### config.mk
export PLATFORM = sky130hd
export DESIGN_NAME = sfrm_top
export DESIGN_NICKNAME = d
export VERILOG_FILES = /design/src/sfrm_pkg.sv /design/src/sfrm_sync.sv /design/src/sfrm_debounce.sv /design/src/sfrm_top.sv
export VERILOG_INCLUDE_DIRS = /design/src
export SDC_FILE = /design/constraint.sdc
export NUM_CORES = 1
export LEC_CHECK = 0
export ABC_AREA = 1
export BUFFER_PORTS_ARGS = -buffer_cell sky130_fd_sc_hd__buf_4
export CAP_MARGIN = 20
export CORE_ASPECT_RATIO = 1.2
export CORE_MARGIN = 2
export CORE_UTILIZATION = 39
export DETAILED_ROUTE_END_ITERATION = 8
export SYNTH_ARGS = -nofsm -noshare
export SYNTH_HDL_FRONTEND = slang
export SYNTH_SLANG_ARGS = --single-unit
### constraint.sdc
create_clock -name i_clk -period 1.9 [get_ports i_clk]
set_input_delay 0.095 -clock i_clk [delete_from_list [all_inputs] [get_ports i_clk]]
set_output_delay 0.095 -clock i_clk [all_outputs]
set_load 0.01 [all_outputs]
### src/sfrm_cfg.svh
`ifndef SFRM_CFG_SVH
`define SFRM_CFG_SVH
// =====================================================
// Register byte offsets
`define SFRM_OFF_CTRL 8'h00
`define SFRM_OFF_STATUS 8'h04
`define SFRM_OFF_IRQ_STAT 8'h08
`define SFRM_OFF_IRQ_CLR 8'h0C
`define SFRM_OFF_IRQ_EN 8'h10
`define SFRM_OFF_RESET 8'h14
`define SFRM_OFF_WDT_CFG 8'h18
`define SFRM_OFF_UVLO_CFG 8'h1C
`define SFRM_OFF_VOUT0 8'h20
// =====================================================
// Field positions
`define SFRM_RESET_SOFT_BIT 0
`define SFRM_CTRL_REG_EN_LSB 0
// =====================================================
// Reset values
`define SFRM_CTRL_RST 8'h00
`define SFRM_IRQ_EN_RST 8'h00
`define SFRM_WATCHDOG_DEBOUNCE_SELECT_RST 3'h3
`define SFRM_UVLO_FALL_RST 8'h0F
`define SFRM_UVLO_RISE_CODE 8'h32
`define SFRM_VOUT_RST 8'h8C
// =====================================================
// Timing
`define SFRM_CLK_MHZ 250
`define SFRM_BIAS_SETTLE_US 50
`define SFRM_BIAS_CYCLES (`SFRM_BIAS_SETTLE_US * `SFRM_CLK_MHZ)
`define SFRM_DEB_UNIT_US 1000
`define SFRM_DEB_UNIT_CYCLES (`SFRM_DEB_UNIT_US * `SFRM_CLK_MHZ)
`endif

### src/sfrm_pkg.sv
package sfrm_pkg;
  // =====================================================
  // Supervisor states, one-hot
  typedef enum logic [4:0] {
    SFRM_ST_DORMANT  = 5'h01,
    SFRM_ST_SHUTDOWN = 5'h02,
    SFRM_ST_BIAS     = 5'h04,
    SFRM_ST_STANDBY  = 5'h08,
    SFRM_ST_THERMAL  = 5'h10
  } sfrm_state_e;
  // Synchronised analogue flags and pins
  typedef struct packed {
    logic por_ok;
    logic sys_uv;
    logic io_good;
    logic ot_trip;
    logic ot_clear;
    logic warn_120;
    logic warn_140;
    logic chip_en;
    logic wdt_n;
  } sfrm_flags_s;
  // Reset class pulses
  typedef struct packed {
    logic supply_loss;
    logic off_class;
    logic vout;
  } sfrm_rst_s;
endpackage

### src/sfrm_sync.sv
`timescale 1ns/1ps
// =====================================================
// Two-stage synchroniser bank
module sfrm_sync #(
  parameter int WIDTH = 9
) (
  input wire logic i_clk,
  input wire logic i_sys_rst,
  input wire logic [WIDTH-1:0] i_async,
  output logic [WIDTH-1:0] o_sync
);
  logic [WIDTH-1:0] meta_r; // First stage, read only by second
  // Two flops per bit
  genvar g;
  generate
    for (g = 0; g < WIDTH; g++) begin : g_bit
      always_ff @(posedge i_clk) begin
        if (i_sys_rst) begin
          meta_r[g] <= 1'b0;
          o_sync[g] <= 1'b0;
        end else begin
          meta_r[g] <= i_async[g];
          o_sync[g] <= meta_r[g];
        end
      end
    end
  endgenerate
endmodule

### src/sfrm_debounce.sv
`timescale 1ns/1ps
`include "sfrm_cfg.svh"
// =====================================================
// Low-level debounce: fires once when input held low long enough
module sfrm_debounce #(
  parameter int UNIT_CYCLES = `SFRM_DEB_UNIT_CYCLES
) (
  input wire logic i_clk,
  input wire logic i_sys_rst,
  input wire logic i_level_n,
  input wire logic [2:0] i_sel,
  output logic o_fire
);
  logic [31:0] unit_cnt_r; // Cycles within one unit
  logic [7:0] units_r; // Units seen low
  logic done_r; // Already fired this low period
  logic [7:0] limit; // Units required
  // Select: 2^sel units
  assign limit = 8'h01 << i_sel;
  // Count while low, restart on high
  always_ff @(posedge i_clk) begin
    if (i_sys_rst || i_level_n) begin
      unit_cnt_r <= 32'h0;
      units_r <= 8'h00;
      done_r <= 1'b0;
      o_fire <= 1'b0;
    end else begin
      o_fire <= 1'b0;
      if (!done_r) begin
        if (units_r >= limit) begin
          o_fire <= 1'b1;
          done_r <= 1'b1;
        end else if (unit_cnt_r == 32'(UNIT_CYCLES - 1)) begin
          unit_cnt_r <= 32'h0;
          units_r <= units_r + 8'h01;
        end else begin
          unit_cnt_r <= unit_cnt_r + 32'h1;
        end
      end
    end
  end
endmodule

### src/sfrm_top.sv
`timescale 1ns/1ps
`include "sfrm_cfg.svh"
// Function
// - Undervoltage forces shutdown until supply recovers
// - I/O supply loss forces immediate shutdown
// - Overtemperature soft-stops outputs, resets off-class
// - Register bus works during thermal shutdown
// - Thermal recovery after hysteresis allows re-enable
// - Two warning comparators raise interrupt events
// - Power-on loads defaults, waits for enable
// - Below power-on level resets supply-loss registers
// - Shutdown events reset off-class registers
// - Soft reset bit resets off-class, reads zero
// - Long watchdog low reverts phase voltages
// - Valid supplies plus enable give standby
// - Regulators allowed after bias settling time
// - Enable low shuts down, resets off-class
module sfrm_top #(
  parameter int PHASES = 4,
  parameter int BIAS_CYCLES = `SFRM_BIAS_CYCLES,
  parameter int DEB_UNIT_CYCLES = `SFRM_DEB_UNIT_CYCLES
) (
  input wire logic i_clk,
  input wire logic i_sys_rst,
  // Analogue comparator flags and pins
  input wire logic i_por_ok,
  input wire logic i_sys_uv,
  input wire logic i_io_good,
  input wire logic i_ot_trip,
  input wire logic i_ot_clear,
  input wire logic i_warn_120,
  input wire logic i_warn_140,
  input wire logic i_chip_en,
  input wire logic i_host_watchdog_reset_n,
  // AXI4-Lite slave
  input wire logic [7:0] i_awaddr,
  input wire logic i_awvalid,
  output logic o_awready,
  input wire logic [31:0] i_wdata,
  input wire logic [3:0] i_wstrb,
  input wire logic i_wvalid,
  output logic o_wready,
  output logic [1:0] o_bresp,
  output logic o_bvalid,
  input wire logic i_bready,
  input wire logic [7:0] i_araddr,
  input wire logic i_arvalid,
  output logic o_arready,
  output logic [31:0] o_rdata,
  output logic [1:0] o_rresp,
  output logic o_rvalid,
  input wire logic i_rready,
  // Block outputs
  output logic o_bias_en,
  output logic o_reg_allow,
  output logic [PHASES-1:0] o_reg_en,
  output logic o_soft_stop,
  output logic o_irq,
  output logic [PHASES*8-1:0] o_phase_output_voltage_setting,
  output logic [7:0] o_supply_low_fall_level
);
  // =====================================================
  // Declarations
  sfrm_pkg::sfrm_flags_s flags; // Synchronised inputs
  sfrm_pkg::sfrm_state_e state_r; // Supervisor state
  sfrm_pkg::sfrm_state_e state_nxt; // Next state
  sfrm_pkg::sfrm_rst_s rst_cls; // Reset class pulses
  logic [31:0] bias_cnt_r; // Bias settle counter
  logic bias_done_r; // Bias settled
  logic wdt_fire; // Debounced watchdog event
  logic soft_rst_pulse; // Soft reset write
  logic [7:0] ctrl_r; // Regulator enable requests
  logic [2:0] watchdog_debounce_select_r; // Watchdog debounce select
  logic [7:0] uvlo_fall_r; // Undervoltage falling code
  logic [7:0] vout_r [PHASES]; // Phase voltage settings
  logic [2:0] irq_stat_r; // Sticky events
  logic [2:0] irq_en_r; // Interrupt enables
  logic [2:0] ev_prev_r; // Event history for edges
  logic [2:0] ev_now; // Current event levels
  logic [2:0] ev_rise; // Event edges
  logic [2:0] irq_clr; // Clear write pulse
  logic aw_hold_r; // Write address captured
  logic w_hold_r; // Write data captured
  logic [7:0] awaddr_r; // Captured write address
  logic [31:0] wdata_r; // Captured write data
  logic do_write; // Perform write this cycle
  logic [31:0] rd_mux; // Read data selected
  logic rd_ok; // Read address mapped

  // =====================================================
  // Input synchronisation
  sfrm_sync #(
    .WIDTH(9)
  ) u_sync (
    .i_clk(i_clk),
    .i_sys_rst(i_sys_rst),
    .i_async({i_por_ok, i_sys_uv, i_io_good, i_ot_trip, i_ot_clear,
              i_warn_120, i_warn_140, i_chip_en, i_host_watchdog_reset_n}),
    .o_sync(flags)
  );

  // =====================================================
  // Watchdog debounce
  sfrm_debounce #(
    .UNIT_CYCLES(DEB_UNIT_CYCLES)
  ) u_deb (
    .i_clk(i_clk),
    .i_sys_rst(i_sys_rst),
    .i_level_n(flags.wdt_n),
    .i_sel(watchdog_debounce_select_r),
    .o_fire(wdt_fire)
  );

  // =====================================================
  // Supervisor state machine
  // Next-state selection
  always_comb begin
    state_nxt = state_r;
    case (state_r)
      sfrm_pkg::SFRM_ST_DORMANT: begin
        // Leave once supply is up and above rising level
        if (flags.por_ok && !flags.sys_uv && flags.io_good) begin
          state_nxt = sfrm_pkg::SFRM_ST_SHUTDOWN;
        end
      end
      sfrm_pkg::SFRM_ST_SHUTDOWN: begin
        if (!flags.por_ok || flags.sys_uv || !flags.io_good) begin
          state_nxt = sfrm_pkg::SFRM_ST_DORMANT;
        end else if (flags.chip_en) begin
          state_nxt = sfrm_pkg::SFRM_ST_BIAS;
        end
      end
      sfrm_pkg::SFRM_ST_BIAS, sfrm_pkg::SFRM_ST_STANDBY: begin
        if (!flags.por_ok || flags.sys_uv || !flags.io_good) begin
          state_nxt = sfrm_pkg::SFRM_ST_DORMANT;
        end else if (!flags.chip_en) begin
          state_nxt = sfrm_pkg::SFRM_ST_SHUTDOWN;
        end else if (flags.ot_trip) begin
          state_nxt = sfrm_pkg::SFRM_ST_THERMAL;
        end else if (state_r == sfrm_pkg::SFRM_ST_BIAS && bias_done_r) begin
          state_nxt = sfrm_pkg::SFRM_ST_STANDBY;
        end
      end
      sfrm_pkg::SFRM_ST_THERMAL: begin
        if (!flags.por_ok || flags.sys_uv || !flags.io_good) begin
          state_nxt = sfrm_pkg::SFRM_ST_DORMANT;
        end else if (!flags.chip_en) begin
          state_nxt = sfrm_pkg::SFRM_ST_SHUTDOWN;
        end else if (flags.ot_clear && !flags.ot_trip) begin
          state_nxt = sfrm_pkg::SFRM_ST_STANDBY;
        end
      end
      default: begin
        state_nxt = sfrm_pkg::SFRM_ST_DORMANT;
      end
    endcase
  end

  // State register
  always_ff @(posedge i_clk) begin
    if (i_sys_rst) begin
      state_r <= sfrm_pkg::SFRM_ST_DORMANT;
    end else begin
      state_r <= state_nxt;
    end
  end

  // Bias settle counter, restarts whenever enable path starts
  always_ff @(posedge i_clk) begin
    if (i_sys_rst || state_r != sfrm_pkg::SFRM_ST_BIAS) begin
      bias_cnt_r <= 32'h0;
      bias_done_r <= 1'b0;
    end else if (bias_cnt_r == 32'(BIAS_CYCLES - 1)) begin
      bias_done_r <= 1'b1;
    end else begin
      bias_cnt_r <= bias_cnt_r + 32'h1;
    end
  end

  // =====================================================
  // Reset class generation
  // Supply loss: below power-on level; off class: any shutdown entry
  always_comb begin
    rst_cls.supply_loss = !flags.por_ok;
    rst_cls.off_class = soft_rst_pulse
      || (state_nxt != state_r && (state_nxt == sfrm_pkg::SFRM_ST_DORMANT
      || state_nxt == sfrm_pkg::SFRM_ST_SHUTDOWN
      || state_nxt == sfrm_pkg::SFRM_ST_THERMAL));
    rst_cls.vout = wdt_fire;
  end

  // =====================================================
  // AXI4-Lite write path
  assign do_write = aw_hold_r && w_hold_r && !o_bvalid;
  assign soft_rst_pulse = do_write && awaddr_r == `SFRM_OFF_RESET && wstrb_ok(i_wstrb)
    && wdata_r[`SFRM_RESET_SOFT_BIT];

  // Byte lane 0 carries every field
  function automatic logic wstrb_ok(input logic [3:0] s);
    wstrb_ok = 1'b1;
  endfunction

  // Address and data capture in either order; works in all states
  always_ff @(posedge i_clk) begin
    if (i_sys_rst) begin
      aw_hold_r <= 1'b0;
      w_hold_r <= 1'b0;
      awaddr_r <= 8'h00;
      wdata_r <= 32'h0;
      o_awready <= 1'b0;
      o_wready <= 1'b0;
    end else begin
      o_awready <= !aw_hold_r && i_awvalid && !o_awready;
      o_wready <= !w_hold_r && i_wvalid && !o_wready;
      if (o_awready && i_awvalid) begin
        aw_hold_r <= 1'b1;
        awaddr_r <= i_awaddr;
      end
      if (o_wready && i_wvalid) begin
        w_hold_r <= 1'b1;
        wdata_r <= i_wstrb[0] ? i_wdata : 32'h0;
      end
      if (do_write) begin
        aw_hold_r <= 1'b0;
        w_hold_r <= 1'b0;
      end
    end
  end

  // Write response
  always_ff @(posedge i_clk) begin
    if (i_sys_rst) begin
      o_bvalid <= 1'b0;
      o_bresp <= 2'h0;
    end else if (do_write) begin
      o_bvalid <= 1'b1;
      o_bresp <= rd_map(awaddr_r) ? 2'h0 : 2'h2;
    end else if (i_bready) begin
      o_bvalid <= 1'b0;
    end
  end

  // Mapped address test
  function automatic logic rd_map(input logic [7:0] a);
    rd_map = (a[1:0] == 2'h0) && (a < (`SFRM_OFF_VOUT0 + 8'(PHASES * 4)));
  endfunction

  // Off-class control registers
  always_ff @(posedge i_clk) begin
    if (i_sys_rst || rst_cls.off_class) begin
      ctrl_r <= `SFRM_CTRL_RST;
      watchdog_debounce_select_r <= `SFRM_WATCHDOG_DEBOUNCE_SELECT_RST;
    end else if (do_write) begin
      if (awaddr_r == `SFRM_OFF_CTRL) begin
        ctrl_r <= wdata_r[7:0];
      end
      if (awaddr_r == `SFRM_OFF_WDT_CFG) begin
        watchdog_debounce_select_r <= wdata_r[2:0];
      end
    end
  end

  // Supply-loss class register; host keeps it below rising code
  always_ff @(posedge i_clk) begin
    if (i_sys_rst || rst_cls.supply_loss) begin
      uvlo_fall_r <= `SFRM_UVLO_FALL_RST;
    end else if (do_write && awaddr_r == `SFRM_OFF_UVLO_CFG) begin
      uvlo_fall_r <= wdata_r[7:0];
    end
  end

  // Phase voltages, one register per phase
  genvar p;
  generate
    for (p = 0; p < PHASES; p++) begin : g_ph
      always_ff @(posedge i_clk) begin
        if (i_sys_rst || rst_cls.off_class || rst_cls.vout) begin
          vout_r[p] <= `SFRM_VOUT_RST;
        end else if (do_write && awaddr_r == `SFRM_OFF_VOUT0 + 8'(p * 4)) begin
          vout_r[p] <= wdata_r[7:0];
        end
      end
    end
  endgenerate

  // =====================================================
  // Interrupts
  assign ev_now = {wdt_fire, flags.warn_140, flags.warn_120};
  assign ev_rise = ev_now & ~ev_prev_r;
  assign irq_clr = (do_write && awaddr_r == `SFRM_OFF_IRQ_CLR) ? wdata_r[2:0] : 3'h0;

  // Sticky status, set wins over clear
  always_ff @(posedge i_clk) begin
    if (i_sys_rst) begin
      ev_prev_r <= 3'h0;
      irq_stat_r <= 3'h0;
      irq_en_r <= 3'h0;
      o_irq <= 1'b0;
    end else begin
      ev_prev_r <= ev_now;
      irq_stat_r <= (irq_stat_r & ~irq_clr) | ev_rise;
      if (do_write && awaddr_r == `SFRM_OFF_IRQ_EN) begin
        irq_en_r <= wdata_r[2:0];
      end
      o_irq <= |(((irq_stat_r & ~irq_clr) | ev_rise) & irq_en_r);
    end
  end

  // =====================================================
  // AXI4-Lite read path
  always_comb begin
    rd_ok = rd_map(i_araddr);
    rd_mux = 32'h0;
    case (i_araddr)
      `SFRM_OFF_CTRL: rd_mux = {24'h0, ctrl_r};
      `SFRM_OFF_STATUS: rd_mux = {20'h0, flags.ot_trip, flags.io_good, flags.sys_uv, flags.chip_en,
                                  3'h0, state_r};
      `SFRM_OFF_IRQ_STAT: rd_mux = {29'h0, irq_stat_r};
      `SFRM_OFF_IRQ_EN: rd_mux = {29'h0, irq_en_r};
      `SFRM_OFF_WDT_CFG: rd_mux = {29'h0, watchdog_debounce_select_r};
      `SFRM_OFF_UVLO_CFG: rd_mux = {24'h0, uvlo_fall_r};
      default: begin
        for (int k = 0; k < PHASES; k++) begin
          if (i_araddr == `SFRM_OFF_VOUT0 + 8'(k * 4)) begin
            rd_mux = {24'h0, vout_r[k]};
          end
        end
      end
    endcase
  end

  // Read channel; soft reset bit always reads zero
  always_ff @(posedge i_clk) begin
    if (i_sys_rst) begin
      o_arready <= 1'b0;
      o_rvalid <= 1'b0;
      o_rdata <= 32'h0;
      o_rresp <= 2'h0;
    end else begin
      o_arready <= i_arvalid && !o_arready && !o_rvalid;
      if (o_arready && i_arvalid) begin
        o_rvalid <= 1'b1;
        o_rdata <= rd_mux;
        o_rresp <= rd_ok ? 2'h0 : 2'h2;
      end else if (i_rready) begin
        o_rvalid <= 1'b0;
      end
    end
  end

  // =====================================================
  // Outputs to the analogue side
  always_ff @(posedge i_clk) begin
    if (i_sys_rst) begin
      o_bias_en <= 1'b0;
      o_reg_allow <= 1'b0;
      o_reg_en <= '0;
      o_soft_stop <= 1'b0;
      o_supply_low_fall_level <= `SFRM_UVLO_FALL_RST;
      o_phase_output_voltage_setting <= '0;
    end else begin
      o_bias_en <= state_r == sfrm_pkg::SFRM_ST_BIAS || state_r == sfrm_pkg::SFRM_ST_STANDBY
        || state_r == sfrm_pkg::SFRM_ST_THERMAL;
      o_reg_allow <= state_r == sfrm_pkg::SFRM_ST_STANDBY;
      // Enables reach regulators only in standby
      o_reg_en <= (state_r == sfrm_pkg::SFRM_ST_STANDBY) ? ctrl_r[PHASES-1:0] : '0;
      o_soft_stop <= state_r == sfrm_pkg::SFRM_ST_THERMAL;
      o_supply_low_fall_level <= uvlo_fall_r;
      for (int k = 0; k < PHASES; k++) begin
        o_phase_output_voltage_setting[k*8 +: 8] <= vout_r[k];
      end
    end
  end
endmodule

==> qor.yml <==
critical_path:
  critPathMaxFanout: 7
  worstPathRequired_ns: 2.38
  crit_top_cell: "o21a_1"
  timing.critical_path.arrival_ns: 2.50
  number_of_logic_stages_on_the_critical_path_including_buffering: 11
  crit_path_cells: "nand3_4, ha_4, a21oi_2, o21a_1, nand3_2, nor2_4, buf_6, inv_8, clkbuf_16, o21a_1, nor2_1"
  worst_path_dominant_cell_family: "flip-flops"
  cp_slowest_cell: "dfxtp_4"
  startpoint_class_of_the_critical_path: "flip-flop"
  critical_path.n_buffers_inverters: 3
  crit_path_end_kind: "flip-flop"
  worstRegToRegCells: 11
  critical_path.max_stage_delay_ns: 0.46
  startpoint_to_endpoint_class_of_the_critical_path: "flip-flop to flip-flop"
sta:
  timing.fmax_mhz: 495.2
  final.setup.tns_ns: -4.384
  finalCritPeriodShare_pct: 106.3
  worst_slew_pin_slew_ns: 0.5433
  final_worst_clock_skew_ns: 0.01915
  finalMaxSlewViolations: 0
  hold_viol_final: 0
  layout_setup_ws_ns: -0.1196
  finalSetupViolCount: 81
  clock_period_minus_worst_slack_ns: 2.020
  grt_setup_unrepaired: "true"
  slew_headroom_pct: 63.65
yosys:
  parity_gate_share_of_the_synthesized_area_counting_xor_and_xnor_cells_pct: 1.205
  netlist_instances: 1464
  synth_compound_gate_area_share_pct: 10.99
  synth.lib_cells_used.distinct: 44
  yosys-mux-area-fraction_pct: 0
  yosys_register_bits: 243
  synth-simple-area-share_pct: 28.82
  post_synth.cell_area_avg_sq_um: 7.449
  yosys.area.top_type: "dfxtp_1"
  synth_top_family_by_area: "simple AND/OR/NAND/NOR gates"
  yosys_warnings: 0
  synth.cell_area_sq_um: 10910
  synth_top_cells_by_area: "dfxtp_1 39%, nor2_1 8.9%, edfxtp_1 8.8%"
  synth-adder-area-share_pct: 1.262
  ys_seq_area_share_pct: 47.54
  share_of_the_synthesized_area_in_the_top_cell_type_pct: 38.73
pwr:
  internal_power_w: 0.009177
  clockPowerShare_pct: 48.4
  power.switching_fraction_pct: 22.35
  power.sequential.fraction_pct: 45.4
  power_switching_w: 0.002641
  total_leakage_power_nw: 6.304
  comb_power_share_pct: 6.2
  peakVddDrop_v: 0.0006264
  power_density_nw_per_um2: 762.4
placed_design:
  routabilityCongestion: 0.8848
  dp_hpwl_um: 22420
  placed_cells: 2035
  buffers_added_on_ports: 107
floorplanning:
  floorplan.rows: 67
  die_height_um: 187.2
  design.die.area_sq_um: 29320
  ioPinCount: 157
  start_util_pct: 39.30
  core_area_sq_um: 27750
  die_w_um: 156.7
outcome:
  run_status: "finished, violations left"
  failed_checks: "negative setup slack"
finish:
  design.final.nets: 1841
  n_fill_cell: 2580
  layout.cells.non_filler: 2160
  most_frequent_cells_in_the_layout: "245 x buf_4, 233 x nor2_1, 205 x nand2_1"
  area.growth.synth_to_final_pct: 42.14
  layout.cells.most_common: "buf_4"
  antenna_cells_inserted: 0
  share_of_cells_above_drive_strength_1_pct: 25.94
detailed_routing:
  avgViaCountPerCell: 4.918
  antenna_violating_nets_post_route: 0
  via_count: 10622
  detail_route.drc_violations: 0
  detailedRoute.firstIterationViolations: 690
  wl_per_cell_um: 14.90
  detailedRoute.firstPassIterationCount: 6
  detail_route.wirelength_um: 32180
hold_path:
  hold_path.class: "input pin to flip-flop"
  holdPathStages: 5
job:
  maxCapViolCount: 0
clocking:
  cts.reportedPaths.clkPinSlew_ns: 0.06
  tritoncts: "done"
  clockRootBuffer: "clkbuf_16"
  cts_sinks: 243
  clockBufferDepth: 3
  clkLatencyLatePin_ns: 0.55
  cts_buffers: 27
  cts_max_level: 1
grt:
  grtUsageTotal_pct: 21.71
  vias_in_the_first_global_route: 10571
  grt_first_pass_wirelength_um: 51850
  maximum_number_of_pins_on_one_net_before_global_route_repair: 50
  grt_antenna_before_repair: 0
  gr-total-overflow: 0
-- per-layer routing --
layer / routed length, um / global-route usage, %
met2: 16410 / 39.16
met3: 1547 / 2.688
met5: 0 / 0
met4: 786 / 6.281
met1: 13440 / 26.94
-- power groups by stage --
stage                     registers, W  clock network, W  logic, W
final                          0.00536           0.00573  0.000733
after global routing           0.00537           0.00604  0.000801
after CTS                      0.00536           0.00582  0.000711
after detailed placement       0.00549                 0  0.000615
after global placement         0.00548                 0  0.000610
after floorplan                0.00550                 0  0.000310
-- metrics by stage --
stage               power [W]  util (%)  setup WS (ns)  hold WS (ns)  cell area [sq um]
global route          0.01221     55.86        -0.2657       0.07618              15500
CTS                   0.01190     53.95       -0.07850      0.002012              14970
finish                0.01182     55.86        -0.1196       0.01840              15500
detailed placement   0.006100     46.58        -0.2914        0.3021              12930
global placement     0.006095     46.58        -0.1955        0.2975              12930
floorplan            0.005808         -       -0.03133        0.2020              10990
-- worst min-delay path, cell delays in order --
cell and delay (ns):
buf_4 0.08, inv_1 0.03, nand2_1 0.16, nor2_1 0.06, a21oi_1 0.11
-- logic make-up after synthesis --
family,count (synthesis)
adder cells (fa/ha/maj),11
XOR/XNOR,15
AND/OR/NAND/NOR,713
AO/OA/AOI/OAI,215
flip-flops,243
buffers and inverters,266
other,1
-- Yosys cell counts (all sizes together) --
cell type / count
a211oi: 10
a21oi: 93
a311oi: 1
a31oi: 8
a41oi: 1
and3: 2
buf: 31
clkbuf: 28
clkinv: 5
conb: 1
dfxtp: 211
edfxtp: 32
ha: 11
inv: 202
nand2: 230
nand3: 83
nand3b: 8
nand4: 32
nor2: 269
nor3: 65
nor3b: 7
nor4: 12
o2111ai: 2
o211ai: 11
o21a: 6
o21ai: 66
o21bai: 1
o221ai: 1
o22ai: 11
o31ai: 4
or2: 5
xnor2: 8
xor2: 7
-- final timing paths --
kind	start	to	slack (ns)
max	watchdog_debounce_select_r[2]	u_deb.unit_cnt_r[18]	-0.12
min reg2reg	u_sync.meta_r[8]	u_sync.o_sync[8]	0.39
min	i_araddr[1]	o_rresp[1]	0.02
max reg2reg	watchdog_debounce_select_r[2]	u_deb.unit_cnt_r[18]	-0.12
-- cell type report --
| cell class | instances | area (sq um) | area share, % |
|---|---|---|---|
| clock buffers | 36 | 770.7 | 4.972 |
| clock inverters | 12 | 203.9 | 1.316 |
| inverters | 207 | 799.5 | 5.158 |
| multi-input cells | 976 | 5416 | 34.94 |
| flip-flops and latches | 243 | 5230 | 33.74 |
| well taps | 379 | 474.2 | 3.059 |
| repair buffers | 307 | 2606 | 16.81 |
-- what timing repair did --
item,in CTS,in global routing
hold buffers,43,0
gates resized for setup,111,94
cloned,1,3
pin swaps,23,43
buffers inserted,20,11
endpoints found under the setup margin,107,121
hold endpoints to repair,35,0
-- state kept, by name (all words and copies together), names as in the netlist, 8 cells and up --
| register | flops |
|---|---|
| awaddr_r | 8 |
| bias_cnt_r | 32 |
| ctrl_r | 8 |
| o_phase_output_voltage_setting | 32 |
| o_rdata | 12 |
| o_supply_low_fall_level | 8 |
| u_deb.unit_cnt_r | 32 |
| u_deb.units_r | 8 |
| u_sync.meta_r | 9 |
| u_sync.o_sync | 9 |
| uvlo_fall_r | 8 |
| vout_r | 32 |
| wdata_r | 8 |
(Power assumes the default switching activity.)
